--- config.mk ---
export PLATFORM = sky130hd
export DESIGN_NAME = nbc_access
export DESIGN_NICKNAME = d
export VERILOG_FILES = /design/src/shared/nbc_pkg.sv /design/src/hw/nbc_tick.sv /design/src/hw/nbc_access.sv
export SDC_FILE = /design/constraint.sdc
export NUM_CORES = 1
export LEC_CHECK = 0
export ABC_CLOCK_PERIOD_IN_PS = 1900
export BUFFER_PORTS_ARGS = -buffer_cell sky130_fd_sc_hd__buf_4
export CORE_UTILIZATION = 54
export CTS_BUF_LIST = sky130_fd_sc_hd__clkbuf_4
export DETAILED_ROUTE_END_ITERATION = 8
export GPL_ROUTABILITY_DRIVEN = 0
export HOLD_SLACK_MARGIN = 0.12
export PLACE_DENSITY = 0.78
export SLEW_MARGIN = 10
export SYNTH_ARGS = -nofsm -noshare
export SYNTH_HDL_FRONTEND = slang
export SYNTH_SLANG_ARGS = --single-unit
--- constraint.sdc ---
create_clock -name clk -period 1.9 [get_ports clk]
set_input_delay 0.285 -clock clk [delete_from_list [all_inputs] [get_ports clk]]
set_output_delay 0.285 -clock clk [all_outputs]
set_load 0.02 [all_outputs]
--- src/shared/nbc_pkg.sv ---
// Constants and types shared by the byte access control block.
package nbc_pkg;

   // I/O register selectors on the core's register port.
   localparam logic [1:0] NBC_SEL_ADDR_HIGH = 2'h0;
   localparam logic [1:0] NBC_SEL_ADDR_LOW  = 2'h1;
   localparam logic [1:0] NBC_SEL_DATA      = 2'h2;
   localparam logic [1:0] NBC_SEL_CONTROL   = 2'h3;

   // Control register bit positions.
   localparam int NBC_BIT_READ_STROBE  = 0;
   localparam int NBC_BIT_WRITE_STROBE = 1;
   localparam int NBC_BIT_MASTER_WE    = 2;
   localparam int NBC_BIT_READY_IE     = 3;

   // Geometry.
   localparam int NBC_ADDR_W  = 9;
   localparam int NBC_DEPTH   = 512;

   // Timing.
   localparam int NBC_MWE_WINDOW_CYC   = 4;
   localparam int NBC_WRITE_STALL_CYC  = 2;
   localparam int NBC_READ_STALL_CYC   = 4;
   localparam int NBC_WRITE_OSC_CYC    = 8448;
   localparam int NBC_OSC_RATE_MHZ     = 1;
   localparam int NBC_CLK_RATE_MHZ     = 100;
   localparam int NBC_WRITE_CLK_CYC    =
      NBC_WRITE_OSC_CYC * NBC_CLK_RATE_MHZ / NBC_OSC_RATE_MHZ;

   // Reset values of control state.
   localparam logic [7:0] NBC_CONTROL_RESET = 8'h00;
   localparam logic [7:0] NBC_DATA_RESET    = 8'h00;

   typedef enum logic [1:0] {
      NBC_IDLE,
      NBC_WRITING
   } nbc_state_t;

endpackage

--- src/hw/nbc_tick.sv ---
// Divider that pulses once per cycle of the write timing oscillator.
`timescale 1ns/1ps
`default_nettype none
module nbc_tick #(
   parameter int DIV = 100
) (
   // Clock and reset
   input  wire logic clk,
   input  wire logic reset_n,
   // Control
   input  wire logic run,
   output logic      tick
);
   import nbc_pkg::*;

   logic [15:0] cnt_q;

   // The divider restarts with every write so each write has full length.
   always_ff @(posedge clk) begin
      if (!reset_n || !run) begin
         cnt_q <= 16'h0000;
         tick  <= 1'b0;
      end else if (cnt_q == 16'(DIV - 1)) begin
         cnt_q <= 16'h0000;
         tick  <= 1'b1;
      end else begin
         cnt_q <= cnt_q + 16'h0001;
         tick  <= 1'b0;
      end
   end
endmodule
`default_nettype wire

--- src/hw/nbc_access.sv ---
// Processor access control for the 512-byte nonvolatile data store.
// How it works
// - Nine-bit address over high and low registers selects one of 512 bytes.
// - Address bits 15:9 and control bits 7:4 read as zero.
// - Address is undefined after reset; software loads it before access.
// - Data register feeds write data and receives read data.
// - Ready interrupt holds while enabled, global enable set, strobe clear.
// - Write starts only if strobe set within four cycles of master enable.
// - Master write enable clears itself four cycles after being set.
// - Write strobe with master enable clear does nothing.
// - Write strobe stays set during write, cleared by hardware after.
// - Starting a write stalls the core for two cycles.
// - Read strobe loads data at once and stalls the core four cycles.
// - During a write, reads are blocked and address writes refused.
// - No write while flash self-programming is active.
// - Write timed by 8448 cycles of the 1 MHz oscillator.
// - Write completes even if power-down is entered; oscillator keeps going.
// - A write in progress completes through a reset.
`timescale 1ns/1ps
`default_nettype none
module nbc_access
   import nbc_pkg::*;
#(
   parameter int WRITE_CLK_CYC = nbc_pkg::NBC_WRITE_CLK_CYC,
   parameter int OSC_DIV       = nbc_pkg::NBC_CLK_RATE_MHZ
) (
   // Clock and reset
   input  wire logic       clk,
   input  wire logic       reset_n,
   // Core I/O register port
   input  wire logic       io_wr,
   input  wire logic       io_rd,
   input  wire logic [1:0] io_sel,
   input  wire logic [7:0] io_wdata,
   output logic [7:0]      io_rdata,
   // Core status
   input  wire logic       global_int_enable,
   input  wire logic       flash_self_program_enable,
   input  wire logic       power_down,
   output logic            cpu_stall,
   output logic            ready_irq,
   // Storage array port
   output logic            mem_we,
   output logic [8:0]      mem_addr,
   output logic [7:0]      mem_wdata,
   input  wire logic [7:0] mem_rdata,
   output logic            osc_run
);

   logic [NBC_ADDR_W-1:0] addr_q;
   logic [7:0]            data_q;
   logic                  rie_q;
   logic                  mwe_q;
   logic [2:0]            mwe_cnt_q;
   logic                  wstrobe_q;
   logic [2:0]            stall_q;
   logic [31:0]           wcnt_q;
   logic                  osc_tick;
   logic                  wr_ctl;
   logic                  start_wr;
   logic                  do_read;
   logic                  rdy_q;
   nbc_state_t            state_q;

   ////////////////////////////////////////////////////////////////////////

   assign wr_ctl   = io_wr && io_sel == NBC_SEL_CONTROL;
   // Write refused when flash programming is busy or a write runs.
   assign start_wr = wr_ctl && io_wdata[NBC_BIT_WRITE_STROBE] && mwe_q
                     && !wstrobe_q && !flash_self_program_enable;
   assign do_read  = wr_ctl && io_wdata[NBC_BIT_READ_STROBE]
                     && !wstrobe_q;

   ////////////////////////////////////////////////////////////////////////
   // Address register, deliberately not reset.
   // Software must load it before the first access, so no reset value
   // is spent here and a read of it before loading shows unknown bits.

   always_ff @(posedge clk) begin
      if (io_wr && !wstrobe_q) begin
         if (io_sel == NBC_SEL_ADDR_HIGH) begin
            addr_q[8] <= io_wdata[0];
         end else if (io_sel == NBC_SEL_ADDR_LOW) begin
            addr_q[7:0] <= io_wdata;
         end
      end
   end

   ////////////////////////////////////////////////////////////////////////
   // Data register.

   always_ff @(posedge clk) begin
      if (!reset_n) begin
         data_q <= NBC_DATA_RESET;
      end else if (do_read) begin
         data_q <= mem_rdata;
      end else if (io_wr && io_sel == NBC_SEL_DATA && !wstrobe_q) begin
         data_q <= io_wdata;
      end
   end

   ////////////////////////////////////////////////////////////////////////
   // Master write enable with its four cycle window.

   always_ff @(posedge clk) begin
      if (!reset_n) begin
         mwe_q     <= 1'b0;
         mwe_cnt_q <= 3'h0;
         rie_q     <= 1'b0;
      end else begin
         if (wr_ctl) begin
            rie_q <= io_wdata[NBC_BIT_READY_IE];
         end
         if (wr_ctl && io_wdata[NBC_BIT_MASTER_WE]) begin
            mwe_q     <= 1'b1;
            mwe_cnt_q <= 3'(NBC_MWE_WINDOW_CYC - 1);
         end else if (mwe_q) begin
            if (mwe_cnt_q == 3'h0) begin
               mwe_q <= 1'b0;
            end else begin
               mwe_cnt_q <= mwe_cnt_q - 3'h1;
            end
         end
      end
   end

   ////////////////////////////////////////////////////////////////////////
   // Write cycle. Reset is not applied while a write runs so the cell
   // programming completes; power-down has no effect on it either.

   nbc_tick #(
      .DIV (OSC_DIV)
   ) u_tick (
      .clk     (clk),
      .reset_n (1'b1),
      .run     (wstrobe_q),
      .tick    (osc_tick)
   );

   always_ff @(posedge clk) begin
      if (!reset_n && state_q != NBC_WRITING) begin
         state_q   <= NBC_IDLE;
         wstrobe_q <= 1'b0;
         wcnt_q    <= 32'h0;
         mem_we    <= 1'b0;
      end else begin
         mem_we <= 1'b0;
         case (state_q)
            NBC_IDLE: begin
               if (start_wr) begin
                  state_q   <= NBC_WRITING;
                  wstrobe_q <= 1'b1;
                  wcnt_q    <= 32'h0;
                  mem_we    <= 1'b1;
               end
            end
            NBC_WRITING: begin
               // Ticks count oscillator cycles; strobe writes do nothing.
               if (osc_tick) begin
                  if (wcnt_q == 32'(WRITE_CLK_CYC / OSC_DIV - 1)) begin
                     state_q   <= NBC_IDLE;
                     wstrobe_q <= 1'b0;
                  end else begin
                     wcnt_q <= wcnt_q + 32'h1;
                  end
               end
            end
            default: begin
               state_q   <= NBC_IDLE;
               wstrobe_q <= 1'b0;
            end
         endcase
      end
   end

   always_ff @(posedge clk) begin
      if (!reset_n) begin
         mem_addr  <= 9'h000;
         mem_wdata <= 8'h00;
         // A write that outlives reset still needs its timing source.
         osc_run   <= wstrobe_q;
      end else begin
         if (start_wr) begin
            mem_addr  <= addr_q;
            mem_wdata <= data_q;
         end
         // Oscillator held on through the write, and after it for as long as power-down lasts.
         osc_run <= wstrobe_q || start_wr || (osc_run && power_down);
      end
   end

   ////////////////////////////////////////////////////////////////////////
   // Core stall.

   always_ff @(posedge clk) begin
      if (!reset_n) begin
         stall_q   <= 3'h0;
         cpu_stall <= 1'b0;
      end else if (do_read) begin
         stall_q   <= 3'(NBC_READ_STALL_CYC - 1);
         cpu_stall <= 1'b1;
      end else if (start_wr) begin
         stall_q   <= 3'(NBC_WRITE_STALL_CYC - 1);
         cpu_stall <= 1'b1;
      end else if (stall_q != 3'h0) begin
         stall_q   <= stall_q - 3'h1;
         cpu_stall <= 1'b1;
      end else begin
         cpu_stall <= 1'b0;
      end
   end

   ////////////////////////////////////////////////////////////////////////
   // Read data and ready interrupt.

   always_ff @(posedge clk) begin
      if (!reset_n) begin
         io_rdata  <= 8'h00;
         ready_irq <= 1'b0;
         rdy_q     <= 1'b0;
      end else begin
         rdy_q     <= !wstrobe_q;
         ready_irq <= rie_q && global_int_enable && !wstrobe_q;
         case (io_sel)
            NBC_SEL_ADDR_HIGH: io_rdata <= {7'h00, addr_q[8]};
            NBC_SEL_ADDR_LOW:  io_rdata <= addr_q[7:0];
            NBC_SEL_DATA:      io_rdata <= data_q;
            // Read strobe always reads zero once taken.
            NBC_SEL_CONTROL:   io_rdata <= {4'h0, rie_q, mwe_q,
                                            wstrobe_q, 1'b0};
            default:           io_rdata <= 8'h00;
         endcase
      end
   end

   ////////////////////////////////////////////////////////////////////////

   mwe_window_a: assert property (@(posedge clk) disable iff (!reset_n)
      (wr_ctl && io_wdata[NBC_BIT_MASTER_WE]) ##1 !wr_ctl [*4] |=> !mwe_q)
      else $error("master enable did not time out");
   no_start_a: assert property (@(posedge clk) disable iff (!reset_n)
      (wr_ctl && !mwe_q && state_q == NBC_IDLE) |=> !wstrobe_q)
      else $error("write started without master enable");
   wr_stall_a: assert property (@(posedge clk) disable iff (!reset_n)
      (start_wr && !do_read) |=> cpu_stall ##1 cpu_stall ##1 !cpu_stall)
      else $error("write stall not two cycles");
   rd_stall_a: assert property (@(posedge clk) disable iff (!reset_n)
      do_read |=> cpu_stall [*4] ##1 (!cpu_stall || do_read || start_wr))
      else $error("read stall not four cycles");
   rd_data_a: assert property (@(posedge clk) disable iff (!reset_n)
      do_read |=> data_q == $past(mem_rdata))
      else $error("read data not captured");
   addr_hold_a: assert property (@(posedge clk) disable iff (!reset_n)
      wstrobe_q |=> addr_q == $past(addr_q))
      else $error("address changed during write");
   strobe_set_a: assert property (@(posedge clk) disable iff (!reset_n)
      start_wr |=> wstrobe_q && mem_we)
      else $error("write strobe not set on start");
   irq_level_a: assert property (@(posedge clk) disable iff (!reset_n)
      (rie_q && global_int_enable && !wstrobe_q) |=> ready_irq)
      else $error("ready interrupt missing");
   flash_block_a: assert property (@(posedge clk) disable iff (!reset_n)
      (state_q == NBC_IDLE && flash_self_program_enable) |=> !mem_we)
      else $error("write during flash programming");
   ctl_zero_a: assert property (@(posedge clk) disable iff (!reset_n)
      io_sel == NBC_SEL_CONTROL |=> io_rdata[7:4] == 4'h0 && !io_rdata[0])
      else $error("reserved control bits not zero");
   // The pulse to the array must follow an armed master enable.
   mwe_need_a: assert property (@(posedge clk) disable iff (!reset_n)
      mem_we |-> $past(mwe_q))
      else $error("write pulse without master enable");
   // A second strobe during a write must not pulse the array again.
   strobe_ignore_a: assert property (@(posedge clk) disable iff (!reset_n)
      (wr_ctl && wstrobe_q) |=> !mem_we)
      else $error("strobe restarted a running write");
   // Power-down keeps the timing oscillator alive once it runs.
   osc_hold_a: assert property (@(posedge clk) disable iff (!reset_n)
      (osc_run && power_down) |=> osc_run)
      else $error("oscillator stopped in power-down");
   // No disable here: reset is exactly the case under watch.
   rst_write_a: assert property (@(posedge clk)
      (!reset_n && wstrobe_q && !osc_tick) |=> wstrobe_q)
      else $error("reset cut a running write");

   write_c: cover property (@(posedge clk) disable iff (!reset_n)
      start_wr);
   read_c: cover property (@(posedge clk) disable iff (!reset_n)
      do_read);
   done_c: cover property (@(posedge clk) disable iff (!reset_n)
      wstrobe_q ##1 !wstrobe_q);
   timeout_c: cover property (@(posedge clk) disable iff (!reset_n)
      mwe_q ##1 !mwe_q);
   ready_c: cover property (@(posedge clk) disable iff (!reset_n)
      $rose(rdy_q));

endmodule
`default_nettype wire

==> impl_metrics.env, run 1 <==
export IMPL_synth_most_common_cell="dfxtp_1"
export IMPL_ant_nets=0
export IMPL_syn_cell_area_um2=4550
export IMPL_rows=33
export IMPL_start_util_pct=55.6
export IMPL_n_antenna_cell=0
export IMPL_firstDrtPassIters=8
export IMPL_dpl_hpwl_mm=8.00
export IMPL_clkTransAtPathRegs_ps=160
export IMPL_drv_slew=0
export IMPL_numClockSinks=104
export IMPL_async_reset_ff_share_pct=0
export IMPL_yosysSeqAreaShare_pct=47.8
export IMPL_overflow=0
export IMPL_ir_worst_vdd_uv=358
export IMPL_synth_ff_type="dfxtp_1"
export IMPL_dpl_cell_area_um2=5540
export IMPL_drive_gt1_share_pct=28.6
export IMPL_critPathMaxFanout=8
export IMPL_insertion_delay_ps=470
export IMPL_grt_use_total_pct=28.2
export IMPL_wl_met3_um=702
export IMPL_yosysWarnings=0
export IMPL_syn_num_nets=565
export IMPL_clock_path_buffers=2
export IMPL_netlist_area_leader_share_pct=41.8
export IMPL_cts_buffers=9
export IMPL_violations="DRC, setup timing"
export IMPL_avgSynthCellArea_um2=8.51
export IMPL_synthCells=534
export IMPL_layout_setup_ws_ps=-283
export IMPL_synth_edf_count=9
export IMPL_core_region_area_um2=8180
export IMPL_finish_instance_area_um2=6190
export IMPL_r2r_start="wcnt_q[0]"
export IMPL_die_h_um=93.8
export IMPL_critPathArrivalTime_ps=2580
export IMPL_first_iter_violations=177
export IMPL_synthDistinctLibCells=49
export IMPL_maxCapViolations=0
export IMPL_htreeDepth=3
export IMPL_area_growth_pct=36.2
export IMPL_status="finished, violations left"
export IMPL_whs_ps=142
export IMPL_nNetsFinal=702
export IMPL_startpoint_type="flip-flop"
export IMPL_p_leak_nw=2.42
export IMPL_cts_tree="done"
export IMPL_pin_count=54
export IMPL_startpoint="wcnt_q[0]"
export IMPL_fin_worst_skew_ps=21.3
export IMPL_synth_area_leaders="dfxtp_1 (42%), nand2_1 (7.8%), edfxtp_1 (5.9%), xor2_1 (4.6%), a21oi_1 (4.5%)"
export IMPL_drc=2
export IMPL_port_buffers=52
export IMPL_dr_wl_met2_mm=6.10
export IMPL_grt_pass1_wl_mm=19.4
export IMPL_final_setup_viol_count=31
export IMPL_synth_largest_area_cell="dfxtp_1"
export IMPL_hold_viol_final=0
export IMPL_antenna_found_initial=0
export IMPL_via_count=4511
export IMPL_vias_per_cell=5.78
export IMPL_maxSlewHeadroom_pct=58.8
export IMPL_wl_met1_mm=5.13
export IMPL_routed_wl_mm=12.4
export IMPL_worst_pin_slew_ps=613
export IMPL_p_per_area_nw_per_um2=660
export IMPL_wl_per_cell_um=15.8
export IMPL_root_buffer="clkbuf_4"
export IMPL_rsz0062_at_grt="true"
export IMPL_crit_path_end_kind="flip-flop"
export IMPL_worstHoldStart="mem_rdata[7]"
export IMPL_period_needed_ps=2180
export IMPL_fin_crit_sh_pct=115
export IMPL_max_freq_mhz=458
export IMPL_die_area_um2=8790
export IMPL_synth_common_cells="dfxtp_1 (95), nand2_1 (94), nor2_1 (50)"
export IMPL_hold_path_class="input port to flip-flop"
export IMPL_cp_data_required_time_ps=2300
export IMPL_ys_seq_elements=104
export IMPL_top_layer_used="met4"
export IMPL_chipWidth_um=93.8
export IMPL_crit_type="flip-flop to flip-flop"
export IMPL_first_global_vias=4314
export IMPL_grt_max_degree=42
==> per-layer routing <==
| layer | track usage [%] | vias up |
|---|---|---|
| li1 | - | 2150 |
| met1 | 32.9 | 2143 |
| met2 | 49.0 | 182 |
| met3 | 5.50 | 36 |
| met4 | 14.0 | 0 |
| met5 | 0 | - |
==> through the flow <==
| stage | setup slack (ps) | TNS (ps) | util [%] | std cells | power [mW] |
|---|---|---|---|---|---|
| 6_report | -283 | -6750 | 75.7 | 781 | 4.08 |
| 3_5_place_dp | -225 | -3060 | 67.8 | 733 | 2.76 |
| 4_1_cts | -228 | -5130 | 73.3 | 773 | 4.08 |
| 5_1_grt | -334 | -8640 | 75.7 | 781 | 4.24 |
| 2_1_floorplan | -64.3 | -493 | - | 534 | 2.60 |
| 3_3_place_gp | -165 | -1600 | 67.8 | 733 | 2.74 |
==> power by group <==
| part | internal (mW) | switching (mW) |
|---|---|---|
| clock | 0.561 | 0.756 |
| sequential | 2.28 | 0.0306 |
| combinational | 0.217 | 0.245 |
==> registers in the layout (all words and copies together), names as in the netlist, 3 cells and up <==
register	count
data_q	8
mem_addr	9
io_rdata	8
mem_wdata	8
u_tick.cnt_q	16
mwe_cnt_q	3
stall_q	3
addr_q	9
wcnt_q	32
==> cells in the final DEF (no fill, tap or decap), drive strengths merged, types with 10 or more instances in the layout <==
cell           n
buf          133
nand2         94
and3          12
nand4         14
nor2          51
nand3         18
dlygate4sd3   18
dfxtp         95
inv           17
a21oi         41
nor3          10
xor2          24
clkbuf        12
a22oi         11
o21ai         27
==> layout make-up <==
type	count	area, um2
inverters	15	56.3
clock buffers	10	75.1
clock inverters	6	90.1
repair buffers	153	1290
fillers	563	1990
flip-flops and latches	104	2180
multi-input cells	388	2370
well taps	105	131
==> final timing paths <==
kind	depth (start not counted)	slack [ps]	to
worst max-delay path	9	-280	wcnt_q[2]
worst min-delay path	3	140	data_q[7]
worst max register to register	9	-280	wcnt_q[2]
worst min register to register	2	470	mem_wdata[5]
==> worst max-delay path, cell delays in order, from the launching register on <==
cell	delay [ps]
dfxtp_2	390
ha_4	130
nand4_1	130
or3_4	410
o31a_1	350
buf_4	180
nor2_4	170
buf_12	170
a21oi_1	40
a21oi_1	150
==> kinds of logic after synthesis <==
logic type	after synthesis	synth area share [%]
AND/OR/NAND/NOR	233	24.1
AO/OA/AOI/OAI	110	14.9
flip-flops	104	47.8
buffers and inverters	42	3.74
XOR/XNOR	32	6.17
multiplexers	7	1.62
adder cells (fa/ha/maj)	6	1.65
==> what timing repair did <==
action,CTS,global route
gates resized for setup,32,23
endpoints found under the hold margin,21,1
buffers inserted,7,5
endpoints found under the setup margin,31,33
hold buffers,17,1
cloned,0,2
pin swaps,13,21
Note: power is estimated with default switching activity, not from simulation.
==> run 2, diff against run 1 <==
--- a/config.mk
+++ b/config.mk
@@ -5,9 +5,10 @@
 export SDC_FILE = /design/constraint.sdc
 export NUM_CORES = 1
 export LEC_CHECK = 0
+export ABC_AREA = 1
 export ABC_CLOCK_PERIOD_IN_PS = 1900
 export BUFFER_PORTS_ARGS = -buffer_cell sky130_fd_sc_hd__buf_4
-export CORE_UTILIZATION = 54
+export CORE_UTILIZATION = 55
 export CTS_BUF_LIST = sky130_fd_sc_hd__clkbuf_4
 export DETAILED_ROUTE_END_ITERATION = 8
 export GPL_ROUTABILITY_DRIVEN = 0
==> run 2 against run 1 <==
The flow now finishes without violations. Total power fell by 5.3%. Critical path type unchanged. Die area is 12% higher. Combinational power is 2% lower. Clock-buffer cell count decreased by 1. Via count grew 14%. Register-to-register slack gained 430 ps. Routed wire length rose by 5.0%. Setup slack improved by 430 ps. Final cell count increased by 24%. Sequential power barely moved.
==> impl_metrics.env, run 2 <==
export IMPL_status="complete, no violations"
export IMPL_rsz0062_at_grt="false"
export IMPL_synth_ff_type="dfxtp_1"
export IMPL_syn_cell_area_um2=5180
export IMPL_rr_endpoint="wcnt_q[27]"
export IMPL_avgSynthCellArea_um2=6.76
export IMPL_largest_register_ff_count=32
export IMPL_start_util_pct=56.3
export IMPL_synthCells=766
export IMPL_setup_tns_ps=0
export IMPL_fillCellCount=797
export IMPL_synth_common_cells="nand2_1 (221), inv_1 (96), dfxtp_1 (95)"
export IMPL_n_antenna_cell=0
export IMPL_regMostFlops="wcnt_q"
export IMPL_firstDrtPassIters=5
export IMPL_routed_wl_mm=13.0
export IMPL_area_growth_pct=18.9
export IMPL_first_iter_violations=322
export IMPL_final_cell_mix="nand2_1 (221), inv_1 (96), dfxtp_1 (93)"
export IMPL_final_common_cell="nand2_1"
export IMPL_cp_cell_sequence="nand2_1 > nor2_1 > nand2_1 > nor2_4 > nand3_1 > nand3_1 > nand2_1 > nand2_1 > inv_1"
export IMPL_overflow=0
export IMPL_grt_pass1_wl_mm=21.8
export IMPL_grt_max_degree=30
export IMPL_critPathMaxFanout=8
export IMPL_period_needed_ps=1750
export IMPL_ant_nets=0
export IMPL_die_area_um2=9800
export IMPL_max_freq_mhz=570
export IMPL_clock_path_buffers=2
export IMPL_synth_most_common_cell="nand2_1"
export IMPL_numClockSinks=104
export IMPL_startpoint_type="flip-flop"
export IMPL_port_buffers=52
export IMPL_yosysWarnings=0
export IMPL_drc=0
export IMPL_clkTransAtPathRegs_ps=170
export IMPL_fin_crit_sh_pct=92.3
export IMPL_crit_type="flip-flop to flip-flop"
export IMPL_final_setup_viol_count=0
export IMPL_yosysSeqAreaShare_pct=42.0
export IMPL_cts_buffers=9
export IMPL_crit_top_cell="nand2_1"
export IMPL_crit_slowest_cell="dfxtp_1"
export IMPL_wl_per_cell_um=13.4
export IMPL_syn_num_nets=797
export IMPL_reg2reg_depth=9
export IMPL_p_leak_nw=2.61
export IMPL_synthDistinctLibCells=40
export IMPL_cp_data_required_time_ps=2270
export IMPL_worstHoldStart="mem_rdata[0]"
export IMPL_critPathArrivalTime_ps=2120
export IMPL_drive_gt1_share_pct=13.5
export IMPL_synth_largest_area_cell="dfxtp_1"
export IMPL_maxCapViolations=0
export IMPL_worst_pin_slew_ps=338
export IMPL_nNetsFinal=884
export IMPL_synth_edf_count=9
export IMPL_finish_instance_area_um2=6160
export IMPL_hold_path_class="input port to flip-flop"
export IMPL_insertion_delay_ps=470
export IMPL_grt_use_total_pct=27.7
export IMPL_htreeDepth=3
export IMPL_rrSetupSlack_ps=150
export IMPL_maxSlewHeadroom_pct=77.3
export IMPL_via_count=5136
export IMPL_synth_area_leaders="dfxtp_1 (37%), nand2_1 (16%), nand3_1 (8.7%), inv_1 (7.0%), nor2_1 (6.8%)"
export IMPL_hold_viol_final=0
export IMPL_crit_path_end_kind="flip-flop"
export IMPL_ir_worst_vdd_uv=532
export IMPL_vias_per_cell=5.30
export IMPL_first_global_vias=4879
export IMPL_cpPeakStageDelay_ps=430
export IMPL_dpl_hpwl_mm=9.12
export IMPL_core_region_area_um2=9200
export IMPL_hold_end="data_q[0]"
export IMPL_cts_tree="done"
export IMPL_fin_worst_skew_ps=24.8
export IMPL_power_mw=3.87
export IMPL_ys_seq_elements=104
export IMPL_async_reset_ff_share_pct=0
export IMPL_reg_top3="wcnt_q: 32 flops, u_tick.cnt_q: 16 flops"
export IMPL_root_buffer="clkbuf_4"
export IMPL_antenna_found_initial=0
export IMPL_dpl_cell_area_um2=5800
export IMPL_chipWidth_um=99.0
export IMPL_rows=35
export IMPL_drv_slew=0
export IMPL_r2r_start="wcnt_q[3]"
export IMPL_netlist_area_leader_share_pct=36.7
export IMPL_die_h_um=99.0
export IMPL_min_path_cells=3
export IMPL_p_per_area_nw_per_um2=628
export IMPL_pin_count=54
==> run 2: changes by cell type after synthesis, sizes merged, moves of 6 or more <==
cell,change
a22oi,-9
and3,-12
buf,+6
clkbuf,-12
inv,+83
nand2,+131
nand3,+73
nor2,+47
nor4,-7
o21ai,-6
xor2,-17
==> run 2: metal layers <==
layer	vias up	global-route usage [%]	share of wire, %
li1	2626	-	-
met1	2308	33.0	43
met5	-	0	0
met3	31	5.11	5.4
met4	0	9.64	2.1
met2	171	49.9	50
==> run 2: power breakdown <==
part / internal [mW] / total [mW] / switching [mW]
clock: 0.305 / 1.11 / 0.804
combinational: 0.198 / 0.453 / 0.255
sequential: 2.28 / 2.31 / 0.0289
total: 2.78 / 3.87 / 1.09
==> run 2: per-stage QoR <==
step	hold slack [ps]	utilization, %	setup WS [ps]	instances
after floorplan	384	-	220	766
after global placement	428	63.1	158	934
after detailed placement	442	63.1	74.0	934
after CTS	128	66.6	47.5	968
after global routing	160	66.9	29.7	969
final	147	66.9	146	969
==> run 2: how the worst max path moves through the flow <==
| stage | from | end | slack (ps) |
|---|---|---|---|
| after floorplan | wcnt_q[0] | wcnt_q[18] | 220 |
| after global placement | wcnt_q[0] | wcnt_q[22] | 160 |
| after detailed placement | wcnt_q[1] | wcnt_q[18] | 70 |
| after CTS | wcnt_q[1] | wcnt_q[18] | 50 |
| after global routing | wcnt_q[3] | wcnt_q[27] | 30 |
| final | wcnt_q[3] | wcnt_q[27] | 150 |
==> run 2: what timing repair did <==
item,in CTS,in global routing
buffers inserted,0,1
hold buffers,18,0
hold endpoints to repair,19,0
gates resized for setup,0,8
setup endpoints to repair,0,28
==> run 2: kinds of logic after synthesis <==
group | Yosys count | synth area share (%)
buffers and inverters | 120 | 9.09
adder cells (fa/ha/maj) | 6 | 1.45
flip-flops | 104 | 42.0
AND/OR/NAND/NOR | 444 | 37.1
AO/OA/AOI/OAI | 82 | 8.75
XOR/XNOR | 10 | 1.69
==> run 2: final cells by class <==
| class | instances | area [um2] | area share, % |
|---|---|---|---|
| Clock buffer | 9 | 67.6 | 1.10 |
| Clock inverter | 7 | 75.1 | 1.22 |
| Inverter | 99 | 372 | 6.04 |
| Multi-Input combinational cell | 542 | 2550 | 41.4 |
| Sequential cell | 104 | 2170 | 35.3 |
| Tap cell | 111 | 139 | 2.26 |
| Timing Repair Buffer | 97 | 777 | 12.6 |
==> run 2: worst max-delay path, delay by kind of cell, from the launching register on <==
kind / cells / cell delay [ps]
AND/OR/NAND/NOR: 8 / 1200
flip-flops: 1 / 430
buffers and inverters: 1 / 30
==> run 3, diff against run 2 <==
--- a/config.mk
+++ b/config.mk
@@ -8,12 +8,11 @@
 export ABC_AREA = 1
 export ABC_CLOCK_PERIOD_IN_PS = 1900
 export BUFFER_PORTS_ARGS = -buffer_cell sky130_fd_sc_hd__buf_4
-export CORE_UTILIZATION = 55
+export CORE_UTILIZATION = 44
 export CTS_BUF_LIST = sky130_fd_sc_hd__clkbuf_4
 export DETAILED_ROUTE_END_ITERATION = 8
 export GPL_ROUTABILITY_DRIVEN = 0
 export HOLD_SLACK_MARGIN = 0.12
-export PLACE_DENSITY = 0.78
 export SLEW_MARGIN = 10
 export SYNTH_ARGS = -nofsm -noshare
 export SYNTH_HDL_FRONTEND = slang
==> run 3 against run 2 <==
Sequential power barely moved. Clock power barely moved. Clock-buffer cell count is the same. Routed wire length is 2.5% higher. Clock skew is 4.1 ps lower.
==> impl_metrics.env, run 3 (same netlist as run 2, synthesis figures left out) <==
export IMPL_status="complete, no violations"
export IMPL_grt_use_total_pct=22.3
export IMPL_cts_buffers=9
export IMPL_root_buffer="clkbuf_4"
export IMPL_dpl_hpwl_mm=9.46
export IMPL_clkTransAtPathRegs_ps=180
export IMPL_pin_count=54
export IMPL_drv_slew=0
export IMPL_first_global_vias=4747
export IMPL_htreeDepth=3
export IMPL_final_setup_viol_count=0
export IMPL_drive_gt1_share_pct=13.6
export IMPL_seqPwrFrac_pct=59.6
export IMPL_reg_top3="wcnt_q: 32 flops, u_tick.cnt_q: 16 flops"
export IMPL_startpoint_type="flip-flop"
export IMPL_p_leak_nw=2.61
export IMPL_port_buffers=52
export IMPL_final_common_cell="nand2_1"
export IMPL_critPathMaxFanout=20
export IMPL_switching_share_pct=28.4
export IMPL_max_freq_mhz=572
export IMPL_p_comb_share_pct=11.6
export IMPL_p_switching_mw=1.10
export IMPL_whs_ps=183
export IMPL_setup_tns_ps=0
export IMPL_hold_end="cpu_stall"
export IMPL_nNetsFinal=886
export IMPL_routed_wl_mm=13.3
export IMPL_worst_pin_slew_ps=339
export IMPL_grt_max_degree=30
export IMPL_fin_worst_skew_ps=20.6
export IMPL_hold_viol_final=0
export IMPL_rows=39
export IMPL_n_antenna_cell=0
export IMPL_overflow=0
export IMPL_hold_path_class="input port to flip-flop"
export IMPL_reg2reg_depth=11
export IMPL_grt_pass1_wl_mm=22.1
export IMPL_final_cell_mix="nand2_1 (221), inv_1 (96), dfxtp_1 (94)"
export IMPL_largest_register_ff_count=32
export IMPL_ir_worst_vdd_uv=693
export IMPL_period_needed_ps=1750
export IMPL_crit_path_end_kind="flip-flop"
export IMPL_maxSlewHeadroom_pct=77.2
export IMPL_critPathArrivalTime_ps=2130
export IMPL_chipWidth_um=110
export IMPL_insertion_delay_ps=490
export IMPL_start_util_pct=45.3
export IMPL_die_area_um2=12200
export IMPL_fin_util_pct=54.4
export IMPL_first_iter_violations=271
export IMPL_core_region_area_um2=11400
export IMPL_startpoint="wcnt_q[1]"
export IMPL_firstDrtPassIters=5
export IMPL_worstHoldStart="reset_n"
export IMPL_die_h_um=110
export IMPL_vias_per_cell=5.07
export IMPL_drc=0
export IMPL_cts_tree="done"
export IMPL_min_path_cells=3
export IMPL_regMostFlops="wcnt_q"
export IMPL_ant_nets=0
export IMPL_rr_endpoint="wcnt_q[18]"
export IMPL_layout_setup_ws_ps=153
export IMPL_numClockSinks=104
export IMPL_clock_path_buffers=2
export IMPL_pwr_share_clk_pct=28.8
export IMPL_rrSetupSlack_ps=150
export IMPL_p_per_area_nw_per_um2=624
export IMPL_cp_data_required_time_ps=2280
export IMPL_maxCapViolations=0
export IMPL_place_ws_ps=21.7
export IMPL_via_count=5086
export IMPL_r2r_start="wcnt_q[1]"
export IMPL_wl_per_cell_um=13.3
export IMPL_internal_power_mw=2.77
export IMPL_area_growth_pct=19.9
export IMPL_fin_crit_sh_pct=91.9
export IMPL_power_mw=3.87
export IMPL_antenna_found_initial=0
export IMPL_crit_type="flip-flop to flip-flop"
run 3: routing by layer:
metal  up-vias  share of wire [%]  GRT usage (%)
met5         -                  0              0
met1      2309                 45           27.6
li1       2630                  -              -
met2       136                 48           39.1
met3        11                5.3           4.23
met4         0                1.2           6.49
run 3: worst max-delay path by stage:
stage | to | slack [ps] | depth (start not counted)
global placement | wcnt_q[22] | 70 | 11
global route | wcnt_q[17] | -1 | 9
CTS | wcnt_q[18] | 9 | 11
detailed placement | wcnt_q[18] | 20 | 11
finish | wcnt_q[18] | 150 | 11
floorplan | wcnt_q[18] | 220 | 11
run 3: power by group through the flow:
stage	registers (mW)	clock network [mW]	logic (mW)
floorplan	2.37	0	0.248
CTS	2.31	1.15	0.445
finish	2.31	1.12	0.447
global route	2.32	1.24	0.503
detailed placement	2.36	0	0.413
global placement	2.35	0	0.395
run 3: critical path, cell delays in order (launching register included):
cell	delay [ps]
dfxtp_1	370
ha_2	210
nand2_2	80
nor2_4	140
nand2_4	90
nor2_4	140
nand2_4	90
nand2_8	110
nand2_1	70
buf_6	170
nor2_1	120
a21oi_2	40
run 3: what timing repair did:
item	4_1_cts	5_1_grt
pin swaps	1	4
setup buffers	1	2
resized for setup	0	9
hold buffers	19	0
cloned	0	1
endpoints found under the hold margin	20	0
setup endpoints to repair	2	48
run 3: layout make-up:
| type | instances | area (um2) |
|---|---|---|
| fill | 1130 | 5210 |
| inverter | 99 | 372 |
| clock buffer | 9 | 67.6 |
| multi-input combinational | 543 | 2560 |
| timing repair buffer | 98 | 795 |
| clock inverter | 7 | 63.8 |
| tap | 143 | 179 |
| sequential | 104 | 2170 |
run 3: stage by stage:
stage	cells	instance area (um2)
5_1_grt	1003	6210
6_report	1003	6210
4_1_cts	1000	6160
3_3_place_gp	964	5830
3_5_place_dp	964	5830
2_1_floorplan	766	5180
